$ cat src/core/led_pwm_pkg.sv
package led_pwm_pkg;
  localparam int DRIVER_COUNT = 8;
  localparam int PERIOD_STEPS = 512;
  localparam int STEP_WIDTH = 9;
  localparam int VALUE_WIDTH = 8;
  localparam logic [7:0] BYPASS_REQUEST_CODE = 8'h40;
  localparam logic [VALUE_WIDTH-1:0] PRESCALER_RESET = 8'h00;
  localparam logic [VALUE_WIDTH-1:0] DUTY_RESET = 8'h80;
  localparam logic [STEP_WIDTH-1:0] STEP_ONE = 9'h001;
  localparam logic [VALUE_WIDTH-1:0] PRESCALE_ONE = 8'h01;
  localparam logic [VALUE_WIDTH-1:0] DUTY_SCALE_SHIFT = 8'h01;

  typedef enum logic [1:0] {
    DRIVE_ON = 2'b00,
    DRIVE_OFF = 2'b01,
    DRIVE_RATE0 = 2'b10,
    DRIVE_RATE1 = 2'b11
  } drive_sel_t;

  typedef struct packed {
    logic [VALUE_WIDTH-1:0] frequency_prescaler_zero;
    logic [VALUE_WIDTH-1:0] frequency_prescaler_one;
    logic [VALUE_WIDTH-1:0] duty_cycle_setting_zero;
    logic [VALUE_WIDTH-1:0] duty_cycle_setting_one;
  } pwm_cfg_t;

  typedef enum logic [1:0] {
    MODE_NORMAL = 2'b00,
    MODE_REQUESTED = 2'b01,
    MODE_BYPASS = 2'b10
  } clk_mode_t;
endpackage

$ cat src/core/pwm_rate_gen.sv
`timescale 1ns/1ps
`default_nettype none
module pwm_rate_gen (
  input wire logic clk,
  input wire logic sys_rst,
  input wire logic tick,
  input wire logic [led_pwm_pkg::VALUE_WIDTH-1:0] prescale,
  input wire logic [led_pwm_pkg::VALUE_WIDTH-1:0] duty,
  output logic pwmOn,
  output logic periodEnd
);
  logic [led_pwm_pkg::VALUE_WIDTH-1:0] preCount;
  logic [led_pwm_pkg::STEP_WIDTH-1:0] step;
  logic stepAdvance;
  logic [led_pwm_pkg::STEP_WIDTH-1:0] dutyStep;

  assign stepAdvance = tick && (preCount >= prescale);
  assign dutyStep = {duty, 1'b0};
  assign periodEnd = stepAdvance && (step == led_pwm_pkg::STEP_WIDTH'(led_pwm_pkg::PERIOD_STEPS - 1));

  // Each tick passes prescale+1 times before the 512-step counter moves
  always_ff @(posedge clk or posedge sys_rst) begin
    if (sys_rst) begin
      preCount <= '0;
    end else if (tick) begin
      preCount <= stepAdvance ? '0 : preCount + led_pwm_pkg::PRESCALE_ONE;
    end
  end

  always_ff @(posedge clk or posedge sys_rst) begin
    if (sys_rst) begin
      step <= '0;
    end else if (stepAdvance) begin
      step <= step + led_pwm_pkg::STEP_ONE;
    end
  end

  always_ff @(posedge clk or posedge sys_rst) begin
    if (sys_rst) begin
      pwmOn <= 1'b0;
    end else begin
      pwmOn <= (step < dutyStep);
    end
  end
endmodule
`default_nettype wire

$ cat src/core/led_pwm_external_clock_bypass.sv
// Notes on behaviour
// In bypass, driver period is 512*(prescaler+1) external clock cycles.
// After reset the block runs normal mode on its internal tick.
// In normal mode address match and all programming writes are accepted.
// Host issues bypass request first, then raises clock_source_select.
// For accesses host drops select, transfers, then re-requests bypass.
// Host withholds the external clock while back in normal mode.
// Drivers not used for LEDs act as open-drain general-purpose bits.
// Bypass request is a 0x40 control write followed by STOP.
// While bypassed the device ignores addressing.
// Drivers zero and one are not outputs while bypass is in use.
`timescale 1ns/1ps
`default_nettype none
module led_pwm_external_clock_bypass (
  input wire logic clk,
  input wire logic sys_rst,
  input wire logic internalTick,
  input wire logic clock_source_select,
  input wire logic lowest_address_pin,
  input wire logic addressMatch,
  input wire logic cfgWrite,
  input wire led_pwm_pkg::pwm_cfg_t cfgIn,
  input wire logic selWrite,
  input wire logic [2*led_pwm_pkg::DRIVER_COUNT-1:0] selIn,
  input wire logic controlWrite,
  input wire logic [7:0] controlData,
  input wire logic stopSeen,
  input wire logic [led_pwm_pkg::DRIVER_COUNT-1:0] pinIn,
  output logic addressAck,
  output logic bypassActive,
  output led_pwm_pkg::pwm_cfg_t cfgOut,
  output logic [led_pwm_pkg::DRIVER_COUNT-1:0] inputLevel,
  output logic [led_pwm_pkg::DRIVER_COUNT-1:0] driverOut,
  output logic [led_pwm_pkg::DRIVER_COUNT-1:0] driverOe
);
  led_pwm_pkg::clk_mode_t mode;
  led_pwm_pkg::pwm_cfg_t cfg;
  logic [2*led_pwm_pkg::DRIVER_COUNT-1:0] sel;
  logic selSync1, selSync2, extSync1, extSync2, extPrev;
  logic [led_pwm_pkg::DRIVER_COUNT-1:0] pinSync1, pinSync2;
  logic requestArmed;
  logic tick;
  logic rate0, rate1;
  logic [led_pwm_pkg::DRIVER_COUNT-1:0] sinkOn;

  always_ff @(posedge clk or posedge sys_rst) begin
    if (sys_rst) begin
      selSync1 <= 1'b0;
      selSync2 <= 1'b0;
      extSync1 <= 1'b0;
      extSync2 <= 1'b0;
      extPrev <= 1'b0;
      pinSync1 <= '0;
      pinSync2 <= '0;
    end else begin
      selSync1 <= clock_source_select;
      selSync2 <= selSync1;
      extSync1 <= lowest_address_pin;
      extSync2 <= extSync1;
      extPrev <= extSync2;
      pinSync1 <= pinIn;
      pinSync2 <= pinSync1;
    end
  end

  // Control write of the request code arms bypass; STOP completes the request
  always_ff @(posedge clk or posedge sys_rst) begin
    if (sys_rst) begin
      requestArmed <= 1'b0;
    end else if (mode != led_pwm_pkg::MODE_NORMAL) begin
      requestArmed <= 1'b0;
    end else if (addressMatch && controlWrite) begin
      requestArmed <= (controlData == led_pwm_pkg::BYPASS_REQUEST_CODE);
    end
  end

  always_ff @(posedge clk or posedge sys_rst) begin
    if (sys_rst) begin
      mode <= led_pwm_pkg::MODE_NORMAL;
    end else begin
      case (mode)
        led_pwm_pkg::MODE_NORMAL: begin
          if (requestArmed && stopSeen) begin
            mode <= led_pwm_pkg::MODE_REQUESTED;
          end
        end
        led_pwm_pkg::MODE_REQUESTED: begin
          if (selSync2) begin
            mode <= led_pwm_pkg::MODE_BYPASS;
          end
        end
        led_pwm_pkg::MODE_BYPASS: begin
          if (!selSync2) begin
            mode <= led_pwm_pkg::MODE_NORMAL;
          end
        end
        default: begin
          mode <= led_pwm_pkg::MODE_NORMAL;
        end
      endcase
    end
  end

  assign bypassActive = (mode == led_pwm_pkg::MODE_BYPASS);
  assign addressAck = addressMatch && !bypassActive;
  // Rising edges of the external clock replace the internal tick
  assign tick = bypassActive ? (extSync2 && !extPrev) : internalTick;

  always_ff @(posedge clk or posedge sys_rst) begin
    if (sys_rst) begin
      cfg <= '{led_pwm_pkg::PRESCALER_RESET, led_pwm_pkg::PRESCALER_RESET,
               led_pwm_pkg::DUTY_RESET, led_pwm_pkg::DUTY_RESET};
    end else if (addressAck && cfgWrite) begin
      cfg <= cfgIn;
    end
  end

  always_ff @(posedge clk or posedge sys_rst) begin
    if (sys_rst) begin
      sel <= {led_pwm_pkg::DRIVER_COUNT{led_pwm_pkg::DRIVE_OFF}};
    end else if (addressAck && selWrite) begin
      sel <= selIn;
    end
  end

  assign cfgOut = cfg;

  pwm_rate_gen rateZero (
    .clk(clk),
    .sys_rst(sys_rst),
    .tick(tick),
    .prescale(cfg.frequency_prescaler_zero),
    .duty(cfg.duty_cycle_setting_zero),
    .pwmOn(rate0),
    .periodEnd()
  );

  pwm_rate_gen rateOne (
    .clk(clk),
    .sys_rst(sys_rst),
    .tick(tick),
    .prescale(cfg.frequency_prescaler_one),
    .duty(cfg.duty_cycle_setting_one),
    .pwmOn(rate1),
    .periodEnd()
  );

  // Two-bit selection field of one driver
  function automatic led_pwm_pkg::drive_sel_t selOf(
    input logic [2*led_pwm_pkg::DRIVER_COUNT-1:0] fields, input int idx);
    return led_pwm_pkg::drive_sel_t'(fields[2*idx +: 2]);
  endfunction

  genvar i;
  generate
    for (i = 0; i < led_pwm_pkg::DRIVER_COUNT; i++) begin : g_drv
      always_comb begin
        case (selOf(sel, i))
          led_pwm_pkg::DRIVE_ON: sinkOn[i] = 1'b1;
          led_pwm_pkg::DRIVE_RATE0: sinkOn[i] = rate0;
          led_pwm_pkg::DRIVE_RATE1: sinkOn[i] = rate1;
          default: sinkOn[i] = 1'b0;
        endcase
      end
    end
  endgenerate

  // Open drain: pin only pulled low; drivers 0 and 1 released in bypass
  always_ff @(posedge clk or posedge sys_rst) begin
    if (sys_rst) begin
      driverOe <= '0;
    end else begin
      driverOe <= sinkOn & ~({{(led_pwm_pkg::DRIVER_COUNT-2){1'b0}}, 2'b11}
        & {led_pwm_pkg::DRIVER_COUNT{bypassActive}});
    end
  end

  assign driverOut = '0;
  assign inputLevel = pinSync2;

  // Each driver follows its own selection one clock later, except drivers 0 and 1 while bypassed
  generate
    for (i = 0; i < led_pwm_pkg::DRIVER_COUNT; i++) begin : g_chk

    end
  endgenerate
endmodule
`default_nettype wire

$ cat config.mk
export PLATFORM = sky130hd
export DESIGN_NAME = led_pwm_external_clock_bypass
export DESIGN_NICKNAME = d
export VERILOG_FILES = /design/src/core/led_pwm_pkg.sv /design/src/core/pwm_rate_gen.sv /design/src/core/led_pwm_external_clock_bypass.sv
export SDC_FILE = /design/constraint.sdc
export NUM_CORES = 1
export LEC_CHECK = 0
export ABC_CLOCK_PERIOD_IN_PS = 3800
export BUFFER_PORTS_ARGS = -buffer_cell sky130_fd_sc_hd__buf_2
export CAP_MARGIN = 20
export CORE_MARGIN = 2
export CORE_UTILIZATION = 45
export CTS_CLUSTER_DIAMETER = 120
export DETAILED_ROUTE_END_ITERATION = 12
export GPL_ROUTABILITY_DRIVEN = 0
export GPL_TIMING_DRIVEN = 0
export PLACE_DENSITY_LB_ADDON = 0.15
export SLEW_MARGIN = 0
export SYNTH_ARGS = -nofsm -noshare
export SYNTH_HDL_FRONTEND = slang
export SYNTH_SLANG_ARGS = --single-unit
$ cat constraint.sdc
create_clock -name clk -period 3.8 [get_ports clk]
set_input_delay 0.38 -clock clk [delete_from_list [all_inputs] [get_ports clk]]
set_output_delay 0.38 -clock clk [all_outputs]
set_load 0.02 [all_outputs]
==> results of run 1 <==
[area by class of cell]
class                   count  area (um^2)  share of cell area
plain buffers              17          103              0.0153
clock buffers              26          489              0.0731
clock inverters             5         50.0             0.00748
inverters                  36          140              0.0209
multi-input cells         270         2170               0.323
flip-flops and latches    116         2920               0.435
well taps                 143          179              0.0267
repair buffers            125          653              0.0976
[power groups by stage]
stage	registers [uW]	logic (uW)	clock network, uW
3_5_place_dp	1670	904	0
5_1_grt	1690	1020	1550
6_report	1650	899	1450
3_3_place_gp	1660	876	0
2_1_floorplan	1720	558	0
4_1_cts	1650	914	1490
[metal layers]
metal  up-vias  wire length, um  GRT usage
met5         -                0          0
met4         0              257     0.0959
met3        19              604     0.0491
met2       112             4830      0.273
met1      1752             4710      0.229
li1       1799                -          -
[cell families (layout without fill, tap and decap cells)]
family          count (synthesis)  in the layout
mux                            55             55
simple gates                   92             92
compound gates                 61             61
other cells                     1              8
xor+xnor                       20             20
flops                         116            116
fa+ha+maj                      34             34
buf+inv                        53            209
[flip-flops by register name (all words and copies together) (netlist names)]
| name | flops |
|---|---|
| cfgOut | 32 |
| sel | 16 |
| rateOne.step | 9 |
| rateZero.step | 9 |
| driverOe | 8 |
| inputLevel | 8 |
| pinSync1 | 8 |
| rateOne.preCount | 8 |
| rateZero.preCount | 8 |
| mode | 2 |
| extPrev | 1 |
| extSync1 | 1 |
| extSync2 | 1 |
| rateOne.pwmOn | 1 |
| rateZero.pwmOn | 1 |
| requestArmed | 1 |
| selSync1 | 1 |
| selSync2 | 1 |
[through the flow]
stage          area [um^2]  TNS, ns   util
3_5_place_dp          6150        0  0.536
4_1_cts               6700        0  0.584
6_report              6700        0  0.584
5_1_grt               6700        0  0.584
3_3_place_gp          6110   -96.69  0.533
2_1_floorplan         5320        0      -
[cell usage in the layout (no fill, tap or decap), types with 11 or more instances in the layout]
master | synthesis | layout
and3_1 | 11 | 11
nor2_1 | 13 | 13
nand3_1 | 11 | 11
clkbuf_16 | 0 | 17
o21ai_0 | 14 | 14
inv_1 | 35 | 34
mux2_2 | 54 | 54
ha_1 | 34 | 34
nand2_1 | 21 | 21
buf_2 | 7 | 130
dfrtp_1 | 106 | 106
a21oi_1 | 17 | 17
[final timing paths]
kind	from	end	slack [ns]	cells after the start
setup / recovery	rateOne.preCount[0]	rateOne.preCount[0]	1.46	7
hold / removal	pinIn[3]	pinSync1[3]	0.08	1
setup reg to reg	rateOne.preCount[0]	rateOne.preCount[0]	1.46	7
hold reg to reg	selSync1	selSync2	0.34	0
max in group asynchronous	sys_rst	cfgOut[10]	2.60	4
min in group asynchronous	sys_rst	cfgOut[28]	0.47	3
[critical path: stages, from the launching register on]
cell       delay, ns
dfrtp_1         0.36
inv_1           0.08
ha_1            0.27
nand2b_1        0.11
a2111oi_2       0.08
o31ai_1         0.78
nor2_1          0.21
mux2_2          0.33
==> flow_summary.ini, run 1 <==
[power]
p_switching_uw = 1180
pwr-share-comb = 0.224
switching_share = 0.294
p_total_uw = 4000
static-leakage-power_uw = 0.00334
clkPwrFrac = 0.363
pwr_cell_area_nw_per_um2 = 598
power.sequential.fraction = 0.413
peak_supply_drop_mv = 0.402
internal_power_uw = 2830

[place]
dp_worst_setup_slack_ns = 1.46
place.detailed.hpwl_um = 7410
dp_cells = 706
place.port_buffers = 123

[sta]
rsz_0062_raised_after_global_routing = no
final_critical_path_setup_slack_ns = 1.46
fin_crit_sh = 0.615
hold_viol = 0
final-max-slew-violation-count = 0
post-route-min-period_ns = 2.34
timing.final.setup_violations = 0
hold_slack_ns = 0.0756
timing.max_slew.rel_slack = 0.386
max_freq_mhz = 428
worstMarginPinSlew_ns = 0.913
fin_worst_skew_ns = 0.00842

[logic_synthesis]
netlist_top_cells_area = dfrtp_1 (50%), mux2_2 (11%), ha_1 (8.0%)
post_synth_most_frequent_cells = dfrtp_1 (106), mux2_2 (54), inv_1 (35)
synthSimpleGateAreaFrac = 0.0924
yosys.area.top_type = dfrtp_1
ys_seq_area_frac = 0.551
xor_xnor_share_of_the_synthesized_area = 0.0345
synth_ff_type = dfrtp_1
combinational_family_with_the_most_area_after_synthesis = multiplexers
synth-edff-count = 0
number_of_instances_in_the_synthesized_netlist = 432
synth.ff_latch_count = 116
syn_area_per_cell_um2 = 12.3
post-synth-top-count-cell = dfrtp_1
syn-cell-area_um2 = 5290
synth.lib_cells_used.distinct = 40
synth-async-reset-ratio = 1.00
synth_largest_type_area_fraction = 0.501
synth_fa_ha_area_frac = 0.0804
synthMuxAreaShare = 0.117
synth_compound_area_frac = 0.0787
ys.warnings.count = 0

[detailed_routing]
drt.antenna.violating_nets = 0
first_iter_violations = 164
routed_via_density = 4.99
dr_total_vias = 3682
routed_len_inst_um = 14.1
totalWireLength_um = 10400
firstDrtPassIters = 4
drc = 0

[floorplan]
io_pins = 132
floorplan.core_area_um2 = 11500
std_cell_rows = 39
initial_core_util = 0.462
die_y_um = 112
die_area_um2 = 12600
die_span_in_x_um = 112

[worst_setup_path]
critPathMaxFanout = 8
setup.worst_path.class = flip-flop to flip-flop
cp-start-kind = flip-flop
timing.critical_path.to_type = flip-flop
crit_arrival_ns = 2.62
critical_path_required_ns = 4.08

[cells_and_area]
num-fill-cells = 996
finish.cell_count_without_fillers = 738
syn_to_final_growth_pct = 26.5
antennaDiodeCount = 0
final_layout_size_suffix_gt1_frac = 0.410
final_nets = 691

[global_route]
grt_pass1_vias = 3748
grt_max_degree = 95
grt_pass1_wl_um = 17600
globalRouteOverflowTotal = 0
antenna_found_initial = 0
all_layer_global_routing_usage = 0.177

[cts]
clk_pin_slew_worst_paths_ns = 0.05
max_root_sink_buffers = 2
post_cts.repair.setup_buffers = 0
postcts_resize_cnt = 0
clock-sinks = 116
cts.htree.levels = 4
cts_stage_hold_buffer_count = 1
clock_tree_from_tritoncts = yes
clk-insertion-delay-late_ns = 0.41
cts_made_buffers = 17
cts_root_buffer = clkbuf_16

[run_status]
status = complete, no violations

[job]
drv_cap = 0

[hold_path]
hp-class = input port to flip-flop
(Power assumes the default switching activity.)
==> inputs of run 2 (changes only) <==
--- a/config.mk
+++ b/config.mk
@@ -5,7 +5,7 @@
 export SDC_FILE = /design/constraint.sdc
 export NUM_CORES = 1
 export LEC_CHECK = 0
-export ABC_CLOCK_PERIOD_IN_PS = 3800
+export ABC_CLOCK_PERIOD_IN_PS = 1900
 export BUFFER_PORTS_ARGS = -buffer_cell sky130_fd_sc_hd__buf_2
 export CAP_MARGIN = 20
 export CORE_MARGIN = 2
==> constraint.sdc (replaced) <==
create_clock -name clk -period 1.9 [get_ports clk]
set_input_delay 0.19 -clock clk [delete_from_list [all_inputs] [get_ports clk]]
set_output_delay 0.19 -clock clk [all_outputs]
set_load 0.02 [all_outputs]
==> run 2 against run 1 <==
Net effect:
- the flow now finishes with violations (setup timing)
- sequential share of layout area down 5.1 points
- hold slack worse by 0.064 ns
- register-to-register slack got worse by 1.5 ns
- combinational power rose to 2.8 times the previous value
- non-clock buffer count up 59
- highest routed layer unchanged
==> flow_summary.ini, run 2 (same netlist as run 1, synthesis figures left out) <==
[power]
pwr_cell_area_nw_per_um2 = 1200
static-leakage-power_uw = 0.00369
peak_supply_drop_mv = 1.02
clkPwrFrac = 0.360
pwr-share-comb = 0.279
p_total_uw = 9140
internal_power_uw = 6440
p_switching_uw = 2690
power.sequential.fraction = 0.361
switching_share = 0.295

[cells_and_area]
antennaDiodeCount = 0
syn_to_final_growth_pct = 44.0
num-fill-cells = 857
post-route-util = 0.665
final_layout_size_suffix_gt1_frac = 0.500
regArea_um2 = 2930
multi_input_area_um2 = 2460
most-common-layout-cells = buf_2 (125), dfrtp_1 (96), mux2_2 (53), buf_4 (39)
final_nets = 750
number_of_flip_flops_in_the_largest_register = 32
leading_cell_type_in_the_layout_fill_and_taps_excluded = buf_2

[place]
place.detailed.hpwl_um = 7700
place.port_buffers = 123

[cts]
clock-sinks = 116
clk_pin_slew_worst_paths_ns = 0.05
clk-insertion-delay-late_ns = 0.41
cts_made_buffers = 17
cts_root_buffer = clkbuf_16
clock_tree_from_tritoncts = yes
max_root_sink_buffers = 2
cts.htree.levels = 4

[detailed_routing]
firstDrtPassIters = 4
drt.antenna.violating_nets = 0
routed_len_inst_um = 14.6
first_iter_violations = 204
routed_via_density = 4.98
totalWireLength_um = 11600
drc = 0
dr_total_vias = 3968

[worst_setup_path]
cp-start-kind = flip-flop
critical_path_required_ns = 2.20
timing.critical_path.to_type = flip-flop
critPathMaxFanout = 5
setup.worst_path.class = flip-flop to flip-flop
crit_arrival_ns = 2.26

[global_route]
grt_max_degree = 34
all_layer_global_routing_usage = 0.188
grt_pass1_wl_um = 18500
antenna_found_initial = 0
grt_pass1_vias = 3880
globalRouteOverflowTotal = 0

[sta]
final-max-slew-violation-count = 0
timing.final.setup_violations = 8
final_critical_path_setup_slack_ns = -0.0675
timing.max_slew.rel_slack = 0.618
hold_slack_ns = 0.0116
fin_tns_setup_ns = -0.255
rsz_0062_raised_after_global_routing = yes
worstMarginPinSlew_ns = 0.558
max_freq_mhz = 508
fin_crit_sh = 1.04
post-route-min-period_ns = 1.97
fin_worst_skew_ns = 0.00664
hold_viol = 0

[hold_path]
hp-class = input port to flip-flop

[floorplan]
io_pins = 132
std_cell_rows = 39
initial_core_util = 0.462
die_span_in_x_um = 112
floorplan.core_area_um2 = 11500
die_y_um = 112
die_area_um2 = 12600

[job]
drv_cap = 0

[run_status]
status = finished, violations left
failing_checks = setup timing
-- run 2: final cells by class --
class / count / share of cell area
plain buffers: 17 / 0.0158
clock buffers: 21 / 0.0591
clock inverters: 10 / 0.0205
inverters: 36 / 0.0182
multi-input cells: 270 / 0.323
flip-flops and latches: 116 / 0.384
well taps: 143 / 0.0235
repair buffers: 184 / 0.156
-- run 2: worst paths after layout --
kind                                          start         endpoint  cells past startpoint  slack (ns)
worst max-delay path            rateOne.preCount[2]  rateOne.step[8]                      6       -0.07
worst min-delay path                       cfgIn[1]        cfgOut[1]                      2        0.01
worst max register to register  rateOne.preCount[2]  rateOne.step[8]                      6       -0.07
worst min register to register             extSync1         extSync2                      0        0.34
max in group asynchronous                   sys_rst  rateOne.step[3]                      5        0.76
min in group asynchronous                   sys_rst     requestArmed                      3        0.38
-- run 2: through the flow --
step | area, um^2 | instances | setup WS, ns
after floorplan | 5380 | 439 | -0.0574
after global placement | 6170 | 705 | -0.575
after detailed placement | 6230 | 708 | -0.196
after CTS | 7310 | 781 | -0.0427
after global routing | 7620 | 797 | -0.141
final | 7620 | 797 | -0.0675
-- run 2: repair_timing --
action,CTS,global route
gates cloned,0,1
pin swaps,6,17
setup buffers,17,14
endpoints found under the hold margin,44,2
setup endpoints to repair,32,62
hold buffers,25,2
resized for setup,20,35
-- run 2: worst max-delay path, cell delays in order, from the launching register on --
cell and delay, ns:
dfrtp_1 0.40, ha_4 0.27, o21a_1 0.13, nor2_2 0.06
o31a_4 0.40, or4_4 0.44, xnor2_2 0.14
-- run 2: power groups by stage --
stage,sequential (uW),combinational (uW),clock [uW]
6_report,3300,2550,3290
3_5_place_dp,3340,1900,0
2_1_floorplan,3450,1190,0
4_1_cts,3280,2250,3340
5_1_grt,3360,2840,3490
3_3_place_gp,3320,1830,0
-- run 2: metal layers --
metal / up-vias / track usage / wire length, um
met5: - / 0 / 0
met4: 0 / 0.0691 / 134
met3: 9 / 0.0621 / 631
met2: 113 / 0.304 / 5720
met1: 1928 / 0.239 / 5140
li1: 1918 / - / -
